$ cat src/rtl/efc_pkg.sv
package efc_pkg;

  // which force input the flop carries; one-hot, never clear and preset together
  typedef enum logic [2:0] {
    EFC_KIND_NONE   = 3'b001,
    EFC_KIND_CLEAR  = 3'b010,
    EFC_KIND_PRESET = 3'b100
  } efc_kind_e;

  // force_timing_style: act at once, or only on the active clock edge
  typedef enum logic [1:0] {
    EFC_STYLE_ASYNC = 2'b01,
    EFC_STYLE_SYNC  = 2'b10
  } efc_style_e;

  // power-up value choice: variant default, or forced zero / one
  typedef enum logic [2:0] {
    EFC_INIT_AUTO = 3'b001,
    EFC_INIT_ZERO = 3'b010,
    EFC_INIT_ONE  = 3'b100
  } efc_init_e;

  // user-side inputs, all from outside the clk domain
  typedef struct packed {
    logic flop_clk;
    logic data;
    logic enable;
    logic clear_low;
    logic preset_low;
  } efc_in_s;

  localparam int unsigned EFC_IN_W      = 5;
  // idle value: force inputs deasserted high, clock and data low
  localparam logic [4:0]  EFC_SYNC_RST  = 5'h03;
  localparam logic        EFC_INIT_PLAIN  = 1'b0;
  localparam logic        EFC_INIT_PRESET = 1'b1;
  localparam logic        EFC_EDGE_RISE = 1'b0;
  localparam logic        EFC_EDGE_FALL = 1'b1;

  // level that a force drives onto the output
  function automatic logic efc_force_value(input efc_kind_e kind);
    return (kind == EFC_KIND_PRESET) ? 1'b1 : 1'b0;
  endfunction

  // resolved power-up value for a variant
  function automatic logic efc_init_value(input efc_kind_e kind, input efc_init_e sel);
    logic v;
    v = EFC_INIT_PLAIN;
    unique case (sel)
      EFC_INIT_AUTO: v = (kind == EFC_KIND_PRESET) ? EFC_INIT_PRESET : EFC_INIT_PLAIN;
      EFC_INIT_ZERO: v = 1'b0;
      EFC_INIT_ONE:  v = 1'b1;
      default:       v = EFC_INIT_PLAIN;
    endcase
    return v;
  endfunction

endpackage

$ cat src/rtl/efc_sync.sv
`timescale 1ns/1ps
`default_nettype none
module efc_sync
  import efc_pkg::*;
(
  input  wire logic                clk,      // system clock
  input  wire logic                rst,      // sync reset, active high
  input  wire logic [EFC_IN_W-1:0] async_in, // raw pins
  output logic      [EFC_IN_W-1:0] sync_out  // two-flop synchronised copy
);
  logic [EFC_IN_W-1:0] meta_q;
  logic [EFC_IN_W-1:0] stab_q;

  // first stage feeds only the second stage
  always_ff @(posedge clk) begin
    if (rst) begin
      meta_q <= EFC_SYNC_RST;
      stab_q <= EFC_SYNC_RST;
    end else begin
      meta_q <= async_in;
      stab_q <= meta_q;
    end
  end

  assign sync_out = stab_q;
endmodule
`default_nettype wire

$ cat src/rtl/efc_edge.sv
`timescale 1ns/1ps
`default_nettype none
module efc_edge
  import efc_pkg::*;
#(
  parameter logic FALL = EFC_EDGE_FALL // edge polarity to detect
) (
  input  wire logic clk,   // system clock
  input  wire logic rst,   // sync reset, active high
  input  wire logic level, // synchronised user clock
  output logic      pulse  // one-cycle active-edge strobe
);
  logic       prev_q;
  logic [2:0] primed_q;

  // gate held off until the synchroniser has flushed, so a user clock
  // that idles high at reset release gives no false rising edge
  always_ff @(posedge clk) begin
    if (rst) begin
      prev_q   <= 1'b0;
      primed_q <= 3'h0;
    end else begin
      prev_q   <= level;
      primed_q <= {primed_q[1:0], 1'b1};
    end
  end

  assign pulse = primed_q[2] & (FALL ? (prev_q & ~level) : (~prev_q & level));
endmodule
`default_nettype wire

$ cat src/rtl/efc_flop.sv
`timescale 1ns/1ps
`default_nettype none
// Function
// - plain falling variant copies data each edge
// - output starts at power-up value parameter
// - falling enable-preset variant defaults to one
// - load only while enable high, else hold
// - clear variant captures only when clear high
// - preset variant captures only when preset high
// - async clear forces zero at once
// - sync clear forces zero at falling edge
// - async preset forces one at once
// - sync preset forces one at falling edge
// - timing style selects async or edge-only clear
// - async style makes preset act immediately
// - timing style defaults to asynchronous
// - non-default init with async built in logic
// - rising enable-preset variant loads, preset forces high
// - rising sync preset forces one on edge
module efc_flop
  import efc_pkg::*;
#(
  parameter logic       EDGE_FALL          = EFC_EDGE_FALL,   // 1 falling, 0 rising
  parameter logic       HAS_ENABLE         = 1'b0,            // enable input used
  parameter efc_kind_e  FORCE_KIND         = EFC_KIND_NONE,   // none, clear or preset
  parameter efc_style_e FORCE_TIMING_STYLE = EFC_STYLE_ASYNC,
  parameter efc_init_e  POWERUP_SEL        = EFC_INIT_AUTO    // power-up value choice
) (
  input  wire logic             clk,        // system clock, 100 MHz
  input  wire logic             rst,        // sync reset, active high
  input  wire efc_pkg::efc_in_s user_in,    // flop clock, data, enable, clear, preset
  output logic                  q_out,      // flop output
  output logic                  forcing_out // clear or preset currently asserted
);
  import efc_pkg::*;

  localparam logic INIT_VAL  = efc_init_value(FORCE_KIND, POWERUP_SEL);
  localparam logic FORCE_VAL = efc_force_value(FORCE_KIND);
  localparam logic IS_ASYNC  = (FORCE_TIMING_STYLE == EFC_STYLE_ASYNC);

  efc_in_s s;
  logic    act_edge;
  logic    force_n;
  logic    load_en;
  logic    q_q;
  logic    forcing_q;

  efc_sync u_sync (
    .clk      (clk),
    .rst      (rst),
    .async_in (user_in),
    .sync_out (s)
  );

  efc_edge #(
    .FALL (EDGE_FALL)
  ) u_edge (
    .clk   (clk),
    .rst   (rst),
    .level (s.flop_clk),
    .pulse (act_edge)
  );

  // only the force that the variant carries is looked at
  always_comb begin
    unique case (FORCE_KIND)
      EFC_KIND_CLEAR:  force_n = s.clear_low;
      EFC_KIND_PRESET: force_n = s.preset_low;
      default:         force_n = 1'b1;
    endcase
  end

  assign load_en = HAS_ENABLE ? s.enable : 1'b1;

  // generic logic, so any init and any style combine freely
  always_ff @(posedge clk) begin
    if (rst) begin
      q_q <= INIT_VAL;
    end else if (!force_n && IS_ASYNC) begin
      q_q <= FORCE_VAL;
    end else if (act_edge) begin
      if (!force_n) begin
        q_q <= FORCE_VAL;
      end else if (load_en) begin
        q_q <= s.data;
      end
    end
  end

  always_ff @(posedge clk) begin
    if (rst) begin
      forcing_q <= 1'b0;
    end else begin
      forcing_q <= ~force_n;
    end
  end

  assign q_out       = q_q;
  assign forcing_out = forcing_q;

  // helper: cycles since reset release, saturating
  logic [3:0] up_cnt_q;
  always_ff @(posedge clk) begin
    if (rst) begin
      up_cnt_q <= 4'h0;
    end else if (up_cnt_q != 4'hF) begin
      up_cnt_q <= up_cnt_q + 4'h1;
    end
  end

  property p_plain_copy;
    @(posedge clk) disable iff (rst)
      (FORCE_KIND == EFC_KIND_NONE && !HAS_ENABLE && act_edge) |=> (q_out == $past(s.data));
  endproperty
  a_plain_copy: assert property (p_plain_copy)
    else $error("plain flop did not copy data on active edge");

  property p_init;
    @(posedge clk) rst |=> (q_out == INIT_VAL);
  endproperty
  a_init: assert property (p_init)
    else $error("output not at power-up value after reset");

  property p_preset_init;
    @(posedge clk) (rst && FORCE_KIND == EFC_KIND_PRESET && POWERUP_SEL == EFC_INIT_AUTO)
      |=> q_out;
  endproperty
  a_preset_init: assert property (p_preset_init)
    else $error("preset variant did not power up high");

  property p_hold_disabled;
    @(posedge clk) disable iff (rst)
      (HAS_ENABLE && force_n && !s.enable) |=> $stable(q_out);
  endproperty
  a_hold_disabled: assert property (p_hold_disabled)
    else $error("output changed while enable low");

  property p_load_enabled;
    @(posedge clk) disable iff (rst)
      (act_edge && force_n && load_en) |=> (q_out == $past(s.data));
  endproperty
  a_load_enabled: assert property (p_load_enabled)
    else $error("enabled capture with force high did not load data");

  property p_no_edge_hold;
    @(posedge clk) disable iff (rst)
      (!act_edge && (force_n || !IS_ASYNC)) |=> $stable(q_out);
  endproperty
  a_no_edge_hold: assert property (p_no_edge_hold)
    else $error("output moved without active edge or async force");

  property p_async_clear;
    @(posedge clk) disable iff (rst)
      (FORCE_KIND == EFC_KIND_CLEAR && IS_ASYNC && !user_in.clear_low)[*3] |=> !q_out;
  endproperty
  a_async_clear: assert property (p_async_clear)
    else $error("async clear did not force zero");

  property p_sync_clear;
    @(posedge clk) disable iff (rst)
      (FORCE_KIND == EFC_KIND_CLEAR && !IS_ASYNC && !force_n && act_edge) |=> !q_out;
  endproperty
  a_sync_clear: assert property (p_sync_clear)
    else $error("sync clear did not force zero on edge");

  property p_async_preset;
    @(posedge clk) disable iff (rst)
      (FORCE_KIND == EFC_KIND_PRESET && IS_ASYNC && !force_n) |=> q_out ##1 (q_out || force_n);
  endproperty
  a_async_preset: assert property (p_async_preset)
    else $error("async preset did not force one");

  property p_sync_preset;
    @(posedge clk) disable iff (rst)
      (FORCE_KIND == EFC_KIND_PRESET && !IS_ASYNC && !force_n && act_edge) |=> q_out;
  endproperty
  a_sync_preset: assert property (p_sync_preset)
    else $error("sync preset did not force one on edge");

  property p_sync_wait;
    @(posedge clk) disable iff (rst)
      (!IS_ASYNC && !force_n && !act_edge) |=> $stable(q_out);
  endproperty
  a_sync_wait: assert property (p_sync_wait)
    else $error("sync force acted without an edge");

  property p_forcing_flag;
    @(posedge clk) disable iff (rst)
      (up_cnt_q > 4'h2) |-> (forcing_out == !$past(force_n));
  endproperty
  a_forcing_flag: assert property (p_forcing_flag)
    else $error("forcing flag does not follow force input");

  property p_rise_load;
    @(posedge clk) disable iff (rst)
      (!EDGE_FALL && act_edge && force_n && load_en) |=> (q_out == $past(s.data));
  endproperty
  a_rise_load: assert property (p_rise_load)
    else $error("rising variant did not load data on its edge");

  property p_rise_sync_preset;
    @(posedge clk) disable iff (rst)
      (!EDGE_FALL && FORCE_KIND == EFC_KIND_PRESET && !IS_ASYNC && !force_n && act_edge)
        |=> q_out;
  endproperty
  a_rise_sync_preset: assert property (p_rise_sync_preset)
    else $error("rising sync preset did not force one on edge");

  property p_clear_blocks_load;
    @(posedge clk) disable iff (rst)
      (FORCE_KIND == EFC_KIND_CLEAR && !force_n && act_edge) |=> !q_out;
  endproperty
  a_clear_blocks_load: assert property (p_clear_blocks_load)
    else $error("data captured while clear held low");

  property p_preset_blocks_load;
    @(posedge clk) disable iff (rst)
      (FORCE_KIND == EFC_KIND_PRESET && !force_n && act_edge) |=> q_out;
  endproperty
  a_preset_blocks_load: assert property (p_preset_blocks_load)
    else $error("data captured while preset held low");

  property p_async_preset_pin;
    @(posedge clk) disable iff (rst)
      (FORCE_KIND == EFC_KIND_PRESET && IS_ASYNC && !user_in.preset_low)[*3] |=> q_out;
  endproperty
  a_async_preset_pin: assert property (p_async_preset_pin)
    else $error("async preset pin did not force one in time");

  property p_default_async;
    @(posedge clk) disable iff (rst)
      (FORCE_TIMING_STYLE == EFC_STYLE_ASYNC && !force_n && !act_edge)
        |=> (q_out == FORCE_VAL);
  endproperty
  a_default_async: assert property (p_default_async)
    else $error("async style force waited for an edge");

  property p_init_zero;
    @(posedge clk)
      (rst && FORCE_KIND == EFC_KIND_PRESET && IS_ASYNC && POWERUP_SEL == EFC_INIT_ZERO)
        |=> !q_out;
  endproperty
  a_init_zero: assert property (p_init_zero)
    else $error("async preset flop with zero init not low after reset");

  property p_forcing_reset;
    @(posedge clk)
      rst |=> !forcing_out;
  endproperty
  a_forcing_reset: assert property (p_forcing_reset)
    else $error("forcing flag set during reset");

  property p_act_edge_dir;
    @(posedge clk) disable iff (rst)
      act_edge |-> (s.flop_clk == !EDGE_FALL);
  endproperty
  a_act_edge_dir: assert property (p_act_edge_dir)
    else $error("edge strobe in the wrong direction");

  property p_edge_latency;
    @(posedge clk) disable iff (rst)
      (EDGE_FALL ? $fell(user_in.flop_clk) : $rose(user_in.flop_clk)) |-> ##2 act_edge;
  endproperty
  a_edge_latency: assert property (p_edge_latency)
    else $error("user clock edge not seen two cycles later");

  property p_enable_ignored;
    @(posedge clk) disable iff (rst)
      (!HAS_ENABLE && act_edge && force_n) |=> (q_out == $past(s.data));
  endproperty
  a_enable_ignored: assert property (p_enable_ignored)
    else $error("flop without enable did not load on edge");

  property p_forcing_pin;
    @(posedge clk) disable iff (rst)
      (FORCE_KIND == EFC_KIND_CLEAR && !user_in.clear_low)[*3] |=> forcing_out;
  endproperty
  a_forcing_pin: assert property (p_forcing_pin)
    else $error("forcing flag did not follow low clear pin");

  property p_change_cause;
    @(posedge clk) disable iff (rst)
      $changed(q_out) |-> ($past(act_edge) || (IS_ASYNC && !$past(force_n)));
  endproperty
  a_change_cause: assert property (p_change_cause)
    else $error("output changed without edge or async force");

  property p_force_wins;
    @(posedge clk) disable iff (rst)
      (FORCE_KIND != EFC_KIND_NONE && act_edge && !force_n && load_en) |=> (q_out == FORCE_VAL);
  endproperty
  a_force_wins: assert property (p_force_wins)
    else $error("load beat the force on the same edge");

  property p_async_clear_now;
    @(posedge clk) disable iff (rst)
      (FORCE_KIND == EFC_KIND_CLEAR && IS_ASYNC && !force_n) |=> !q_out;
  endproperty
  a_async_clear_now: assert property (p_async_clear_now)
    else $error("async clear did not hold output low");

  c_edge_load: cover property (@(posedge clk) disable iff (rst)
    act_edge && force_n && load_en && (s.data != q_q));
  c_force: cover property (@(posedge clk) disable iff (rst) !force_n ##1 force_n);
  c_hold: cover property (@(posedge clk) disable iff (rst) act_edge && !load_en && force_n);
  c_async_force: cover property (@(posedge clk) disable iff (rst)
    IS_ASYNC && !force_n && act_edge);
  c_rise_load: cover property (@(posedge clk) disable iff (rst)
    !EDGE_FALL && act_edge && load_en && force_n);
endmodule
`default_nettype wire

$ cat config.mk
export PLATFORM = sky130hd
export DESIGN_NAME = efc_flop
export DESIGN_NICKNAME = d
export VERILOG_FILES = /design/src/rtl/efc_pkg.sv /design/src/rtl/efc_sync.sv /design/src/rtl/efc_edge.sv /design/src/rtl/efc_flop.sv
export SDC_FILE = /design/constraint.sdc
export NUM_CORES = 1
export LEC_CHECK = 0
export ABC_CLOCK_PERIOD_IN_PS = 2000
export BUFFER_PORTS_ARGS = -buffer_cell sky130_fd_sc_hd__buf_2
export CELL_PAD_IN_SITES_DETAIL_PLACEMENT = 0
export CELL_PAD_IN_SITES_GLOBAL_PLACEMENT = 1
export CORE_AREA = 2 2 39 41
export CTS_BUF_LIST = sky130_fd_sc_hd__clkbuf_2 sky130_fd_sc_hd__clkbuf_4 sky130_fd_sc_hd__clkbuf_8
export DETAILED_ROUTE_END_ITERATION = 16
export DIE_AREA = 0 0 41 43
export PLACE_DENSITY = 0.5
export SYNTH_ARGS = -nofsm -noshare
export SYNTH_HDL_FRONTEND = slang
export SYNTH_SLANG_ARGS = --single-unit
$ cat constraint.sdc
create_clock -name clk -period 2 [get_ports clk]
set_input_delay 0.1 -clock clk [delete_from_list [all_inputs] [get_ports clk]]
set_output_delay 0.1 -clock clk [all_outputs]
set_load 0.02 [all_outputs]
After elaboration in Yosys (flattened, before gate mapping)
Index checks and enable logic that the tools add are counted.

Register bits after elaboration: 15. Input port bits: 7.

Muxes and demuxes: 1. Bitwise gates (word level): 3.

Operators by type and width (count): AND 1 bit (2); 2-to-1 mux 1 bit (1); NOT 1 bit (1).

Longest topological paths before layout
Gate-level depths: netlist (run 1).

Depth in word-level cells: 3. Depth in mapped cells: 2. Gate-level depth less buffers: 2.

Modules after synthesis
Synthesis (run 1) repeated with hierarchy kept, for this count alone.

Cells, all modules: 34. Area total of the unflattened synthesis: 419.2 um^2.

Modules (own cells, without submodules): efc_sync (times used 1, cells an instance 20, area each 262.8 um^2, seq. area each 200.2 um^2); efc_edge (times used 1, cells an instance 9, area each 111.4 um^2, seq. area each 80.1 um^2); efc_flop (times used 1, cells an instance 5, area each 45.0 um^2, seq. area each 20.0 um^2).

Worst setup path before layout (run 1)
No wires, ideal clock.

Path kind: register to register. Start point: reg q_out (netlist name). End point: reg q_q, in the netlist q_out. Library setup time: 72 ps. Data arrival time: 596 ps. Slack: 1333 ps. Cell stages (with the launch flop): 3. Clock period less this slack: 667 ps. Cells stage by stage: dfxtp_1 > nand2b_1 > mux2i_1.

RTL lines: end signal, assigned (line efc_flop.sv:85) `q_q <= s.data;`; end, declared (line efc_flop.sv:45) `logic q_q;`.

Worst setup path in the final report (run 1)
Start point: reg q_q, in the netlist q_out. End point: out q_out.

RTL lines: end, declared (line efc_flop.sv:32) `output logic q_out,`.

No word-level cell between the ends.

==> summary.txt, run 1 <==
Critical path
  • Max Fanout on Critical Path: 2
  • Type of origin of the critical path: flip-flop
  • Crit path arrival time: 0.75 ns
  • CP delay by family, top: flip-flops
  • Worst path max stage delay: 0.33 ns
  • CP Capture Type: primary output
  • Chain of cells forming the critical path: buf_2
  • CP max-delay cell: dfxtp_1
  • Critical path buffers and inverters: 1
  • CP required: 1.90 ns
  • CP Class: reg2out

STA
  • Setup TNS: 0 ns
  • Final worst setup slack: 1.155 ns
  • Fmax: 1183 MHz
  • Setup violators final: 0
  • Slew Viols, Final: 0
  • Min Clock Period, post-route: 0.8451 ns
  • Fin crit share: 0.4226
  • WHS: 0.06505 ns
  • Fin. Hold Viols: 0
  • Clk_skew: 0.001182 ns
  • RSZ-0062 raised after global routing: false

Global routing
  • Busiest grt layer: met4
  • Antenna violations before repair: 0
  • Vias in the first global route: 139
  • Largest net degree at the start of global routing: 11
  • GR Layer Usage met2: 0.04688
  • Gr usage total: 0.05253
  • Remaining Overflow, GRT: 0
  • First-pass GRT wire length: 558 microns
  • Met3 GRT Util: 0.01571
  • Grt met1 use: 0.07213

Placement
  • DP Worst Slack: 1.309 ns
  • Inst Count DP: 42
  • Port bufs: 4
  • Post-placement cell area: 311.5 sq um
  • Final Wtd Congestion: 0.5815

Final layout
  • Design Area, Final: 341.6 sq um
  • Inserted Diodes: 0
  • Share of cells above drive strength 1: 0.4000
  • Nets: 38
  • Area growth from synthesis to layout: 22.42%
  • Final design utilization: 0.2468
  • Layout Cells excl Fill: 46

Flow run
  • Max-cap viol count: 0

Clock tree
  • CTS sink cnt: 9
  • Worst-Skew Late Latency: 0.25 ns
  • Post-cts gate resize count: 0
  • Maximum root-to-sink buffer count: 2
  • Post-CTS Setup Repair Bufs: 0
  • Number of H-tree levels: 1
  • Root Driver: clkbuf_4
  • TritonCTS Buffers: 3
  • CTS tree: yes
  • Hold Buf Count CTS: 0
  • CTS clk-pin slew, worst paths: 0.06 ns

Power
  • Final total power: 0.3512 mW
  • Peak supply drop: 255.4 uV
  • Pwr Density: 1028 nW/um^2
  • Leak: 0.1585 nW

Synth
  • Synth cell types: 9
  • Synth Cell Area: 279.0 sq um
  • Sequential share of the synthesized area: 0.6457
  • Syn Nets: 30
  • Ys Warns: 0
  • Cells after Synth: 23
  • Seq cells post-synth: 9
  • Syn_area_per_cell: 12.13 sq um

Route
  • First drt pass iteration count: 1
  • Initial DRC count: 0
  • Via Count: 149
  • Final WL: 299 microns
  • Vias/cell: 3.239
  • Drt drc: 0
  • Routed Antenna Nets: 0
  • WL/cell: 6.500 microns

Floorplanning
  • Initial Utilization: 0.2016
  • Chip height: 43 microns
  • Top Ports: 9
  • Die area: 1763 sq um
  • Std cell rows: 14
  • Die X: 41 microns
  • CORE AREA: 1384 sq um

Status
  • Status: completed

Hold path
  • HP Class: in2reg
==> cells by family after synthesis <==
group / count (synthesis) / share of synthesized area
other: 1 / 0.01344
muxes: 1 / 0.03588
buffers and inverters: 2 / 0.04036
DFF: 9 / 0.6457
and+or+nand+nor: 10 / 0.2646
==> routing by layer <==
metal / share of wire / vias to the layer above
li1: - / 81
met1: 0.49 / 63
met2: 0.40 / 5
met3: 0.10 / 0
met4: 0 / 0
met5: 0 / -
==> path summary, 6_finish.rpt <==
kind / slack [ns] / end / cells after the start / from
hold / removal: 0.07 / u_sync.meta_q[3]$_SDFF_PP0_ / 2 / user_in[3]
hold reg to reg: 0.44 / u_sync.sync_out[4]$_SDFF_PP0_ / 1 / u_sync.meta_q[4]$_SDFF_PP0_
setup / recovery: 1.15 / q_out / 1 / q_out$_SDFFE_PP0P_
setup reg to reg: 1.31 / q_out$_SDFFE_PP0P_ / 2 / u_sync.sync_out[4]$_SDFF_PP0_
==> state kept, by name, indices dropped and copies added, names as in the netlist <==
signal	cells
u_edge.prev_q	1
u_sync.meta_q	2
q_out	1
u_sync.sync_out	2
u_edge.primed_q	3
==> power breakdown <==
group	total, mW	leakage [nW]	internal, mW	switching [mW]
combinational	0.0134	0.0658	0.00770	0.00567
sequential	0.188	0.0743	0.186	0.00147
clock	0.150	0.0184	0.0902	0.0597
==> placed cells by master (no fill, tap or decap), drive strengths merged <==
cell type,Yosys,final
dfxtp,9,9
nand3b,1,1
conb,1,1
clkbuf,0,4
and2b,4,4
inv,1,1
mux2i,1,1
nand2b,2,2
buf,1,4
nor2b,3,3
==> final cells by class <==
| class | count | area [sq um] |
|---|---|---|
| Fill cell | 155 | 1042 |
| Tap cell | 16 | 20.02 |
| Sequential cell | 9 | 180.2 |
| Clock buffer | 4 | 30.03 |
| Multi-Input combinational cell | 12 | 87.58 |
| Timing Repair Buffer | 4 | 20.02 |
| Inverter | 1 | 3.754 |
==> synth_stat cells, drive strengths merged <==
library cell | instances | share of area
dfxtp | 9 | 0.65
and2b | 4 | 0.13
nor2b | 3 | 0.067
nand2b | 2 | 0.045
buf | 1 | 0.027
conb | 1 | 0.013
inv | 1 | 0.013
mux2i | 1 | 0.036
nand3b | 1 | 0.027
No activity file was read; power rests on OpenSTA's default activity.
==> inputs of run 2 (changes only) <==
Settings changed: ABC_CLOCK_PERIOD_IN_PS 2000 to 800.
Clock period 2 ns to 0.8 ns, I/O delays scaled along.
==> run 2 against run 1 <==
Net effect: critical path depth stayed put; total power grew to 2.5 times the previous value; die area stayed put; clock skew hardly changed; utilization is 1.7 points higher; non-clock buffer count is 2 higher; hold slack worse by 0.046 ns; critical endpoint unchanged.
==> summary.txt, run 2 (same netlist as run 1, synthesis figures left out) <==
STA
  • Fin crit share: 0.9485
  • Fin. Hold Viols: 0 (unchanged)
  • Setup violators final: 0 (unchanged)
  • Final worst setup slack: 0.04123 ns (was 1.155 ns)
  • Slew Viols, Final: 0 (unchanged)
  • Setup TNS: 0 ns (unchanged)
  • Fmax: 1318 MHz
  • Clk_skew: 0.001182 ns (about the same)
  • RSZ-0062 raised after global routing: false (unchanged)
  • Min Clock Period, post-route: 0.7588 ns

Global routing
  • Gr usage total: 0.05253 (unchanged)
  • Vias in the first global route: 139 (unchanged)
  • Remaining Overflow, GRT: 0 (unchanged)
  • Largest net degree at the start of global routing: 11 (unchanged)
  • First-pass GRT wire length: 558 microns (unchanged)
  • Antenna violations before repair: 0 (unchanged)

Critical path
  • Crit path arrival time: 0.72 ns (was 0.75 ns)
  • CP Class: reg2out (unchanged)
  • Worst path max stage delay: 0.32 ns (was 0.33 ns)
  • Chain of cells forming the critical path: buf_4 (was buf_2)
  • CP Capture Type: primary output (unchanged)
  • Critical path buffers and inverters: 1 (unchanged)
  • CP delay by family, top: flip-flops (unchanged)
  • Type of origin of the critical path: flip-flop (unchanged)
  • CP required: 0.76 ns (was 1.90 ns)
  • CP max-delay cell: dfxtp_2 (was dfxtp_1)
  • Max Fanout on Critical Path: 2 (unchanged)

Clock tree
  • TritonCTS Buffers: 3 (unchanged)
  • Worst-Skew Late Latency: 0.25 ns (about the same)
  • Number of H-tree levels: 1 (unchanged)
  • Maximum root-to-sink buffer count: 2 (unchanged)
  • CTS clk-pin slew, worst paths: 0.06 ns (about the same)
  • CTS sink cnt: 9 (unchanged)
  • Root Driver: clkbuf_4 (unchanged)
  • CTS tree: yes (unchanged)

Power
  • Pwr Density: 2424 nW/um^2 (was 1028 nW/um^2)
  • Final total power: 0.8855 mW (was 0.3512 mW)
  • Leak: 0.1672 nW (was 0.1585 nW)
  • Peak supply drop: 648.0 uV (was 255.4 uV)

Route
  • WL/cell: 6.313 microns (was 6.500 microns)
  • Drt drc: 0 (unchanged)
  • Routed Antenna Nets: 0 (unchanged)
  • Via Count: 159 (was 149)
  • Vias/cell: 3.313 (was 3.239)
  • First drt pass iteration count: 1 (unchanged)
  • Initial DRC count: 0 (unchanged)
  • Final WL: 303 microns (was 299 microns)

Placement
  • Port bufs: 4 (unchanged)
  • DP Worst Slack: 0.1086 ns (was 1.309 ns)
  • Final Wtd Congestion: 0.5815 (unchanged)

Final layout
  • Share of cells above drive strength 1: 0.4063 (was 0.4000)
  • Commonest non-fill, non-tap cells in the layout: dfxtp_1, and2b_2, clkbuf_4, nor2b_1, buf_2 (was dfxtp_1, and2b_2, clkbuf_4, buf_2, nor2b_1)
  • Multi-input logic area: 87.58 sq um (unchanged)
  • Inserted Diodes: 0 (unchanged)
  • Area growth from synthesis to layout: 30.94% (was 22.42%)
  • Nets: 40 (was 38)
  • Max reg flops: 3 (unchanged)
  • Commonest non-fill, non-tap cell in the layout: dfxtp_1 (unchanged)
  • Storage cell area: 181.4 sq um (was 180.2 sq um)
  • FILL cells: 152 (was 155)
  • Largest Register: u_edge.primed_q (unchanged)

Floorplanning
  • Initial Utilization: 0.2016 (unchanged)
  • CORE AREA: 1384 sq um (unchanged)
  • Die X: 41 microns (unchanged)
  • Top Ports: 9 (unchanged)
  • Chip height: 43 microns (unchanged)
  • Std cell rows: 14 (unchanged)
  • Die area: 1763 sq um (unchanged)

Flow run
  • Max-cap viol count: 0 (unchanged)

Status
  • Status: completed (unchanged)

Hold path
  • HP Class: in2reg (unchanged)
-- run 2: changes by cell type in the layout (fill, tap and decap cells not counted) --
cell	change
dlygate4sd3_1	+2
buf_2	-1
buf_4	+1
dfxtp_1	-1
dfxtp_2	+1
-- run 2: power breakdown --
group          internal [mW]  switching, mW  total, mW
sequential             0.466        0.00367      0.470
combinational         0.0256         0.0152     0.0408
clock                  0.226          0.149      0.375
-- run 2: stage by stage --
step           hold WS, ns    util  instance area (sq um)  instances
2_1_floorplan      0.09652       -                  279.0         23
3_3_place_gp        0.2603  0.2251                  311.5         42
3_5_place_dp        0.2650  0.2251                  311.5         42
4_1_cts           0.005547  0.2631                  364.1         48
5_1_grt            0.01525  0.2640                  365.4         48
6_report           0.01895  0.2640                  365.4         48
-- run 2: metal layers --
metal / GRT usage / routed length [microns] / part of all wire
met3: 0.01571 / 27 / 0.089
met4: 0.08000 / 0 / 0
met5: 0 / 0 / 0
met1: 0.07213 / 149 / 0.49
met2: 0.04688 / 127 / 0.42
-- run 2: path summary, 6_finish.rpt --
| check | from | to | slack (ns) | cells past startpoint |
|---|---|---|---|---|
| max | q_out$_SDFFE_PP0P_ | q_out | 0.04 | 1 |
| min | rst | u_edge.primed_q[0]$_DFF_P_ | 0.02 | 2 |
| max reg2reg | u_sync.sync_out[4]$_SDFF_PP0_ | q_out$_SDFFE_PP0P_ | 0.11 | 2 |
| min reg2reg | u_sync.meta_q[4]$_SDFF_PP0_ | u_sync.sync_out[4]$_SDFF_PP0_ | 0.44 | 1 |
-- run 2: cell type report --
| cell class | count | share of cell area |
|---|---|---|
| multi-input cells | 12 | 0.2397 |
| inverters | 1 | 0.01027 |
| repair buffers | 6 | 0.1164 |
| clock buffers | 4 | 0.08219 |
| well taps | 16 | 0.05479 |
| flip-flops and latches | 9 | 0.4966 |
-- run 2: what timing repair did --
item | CTS | global route
hold buffers | 2 | 0
setup buffers | 0 | 0
endpoints found under the setup margin | 1 | 1
gates resized for setup | 1 | 1
hold endpoints to repair | 2 | 0
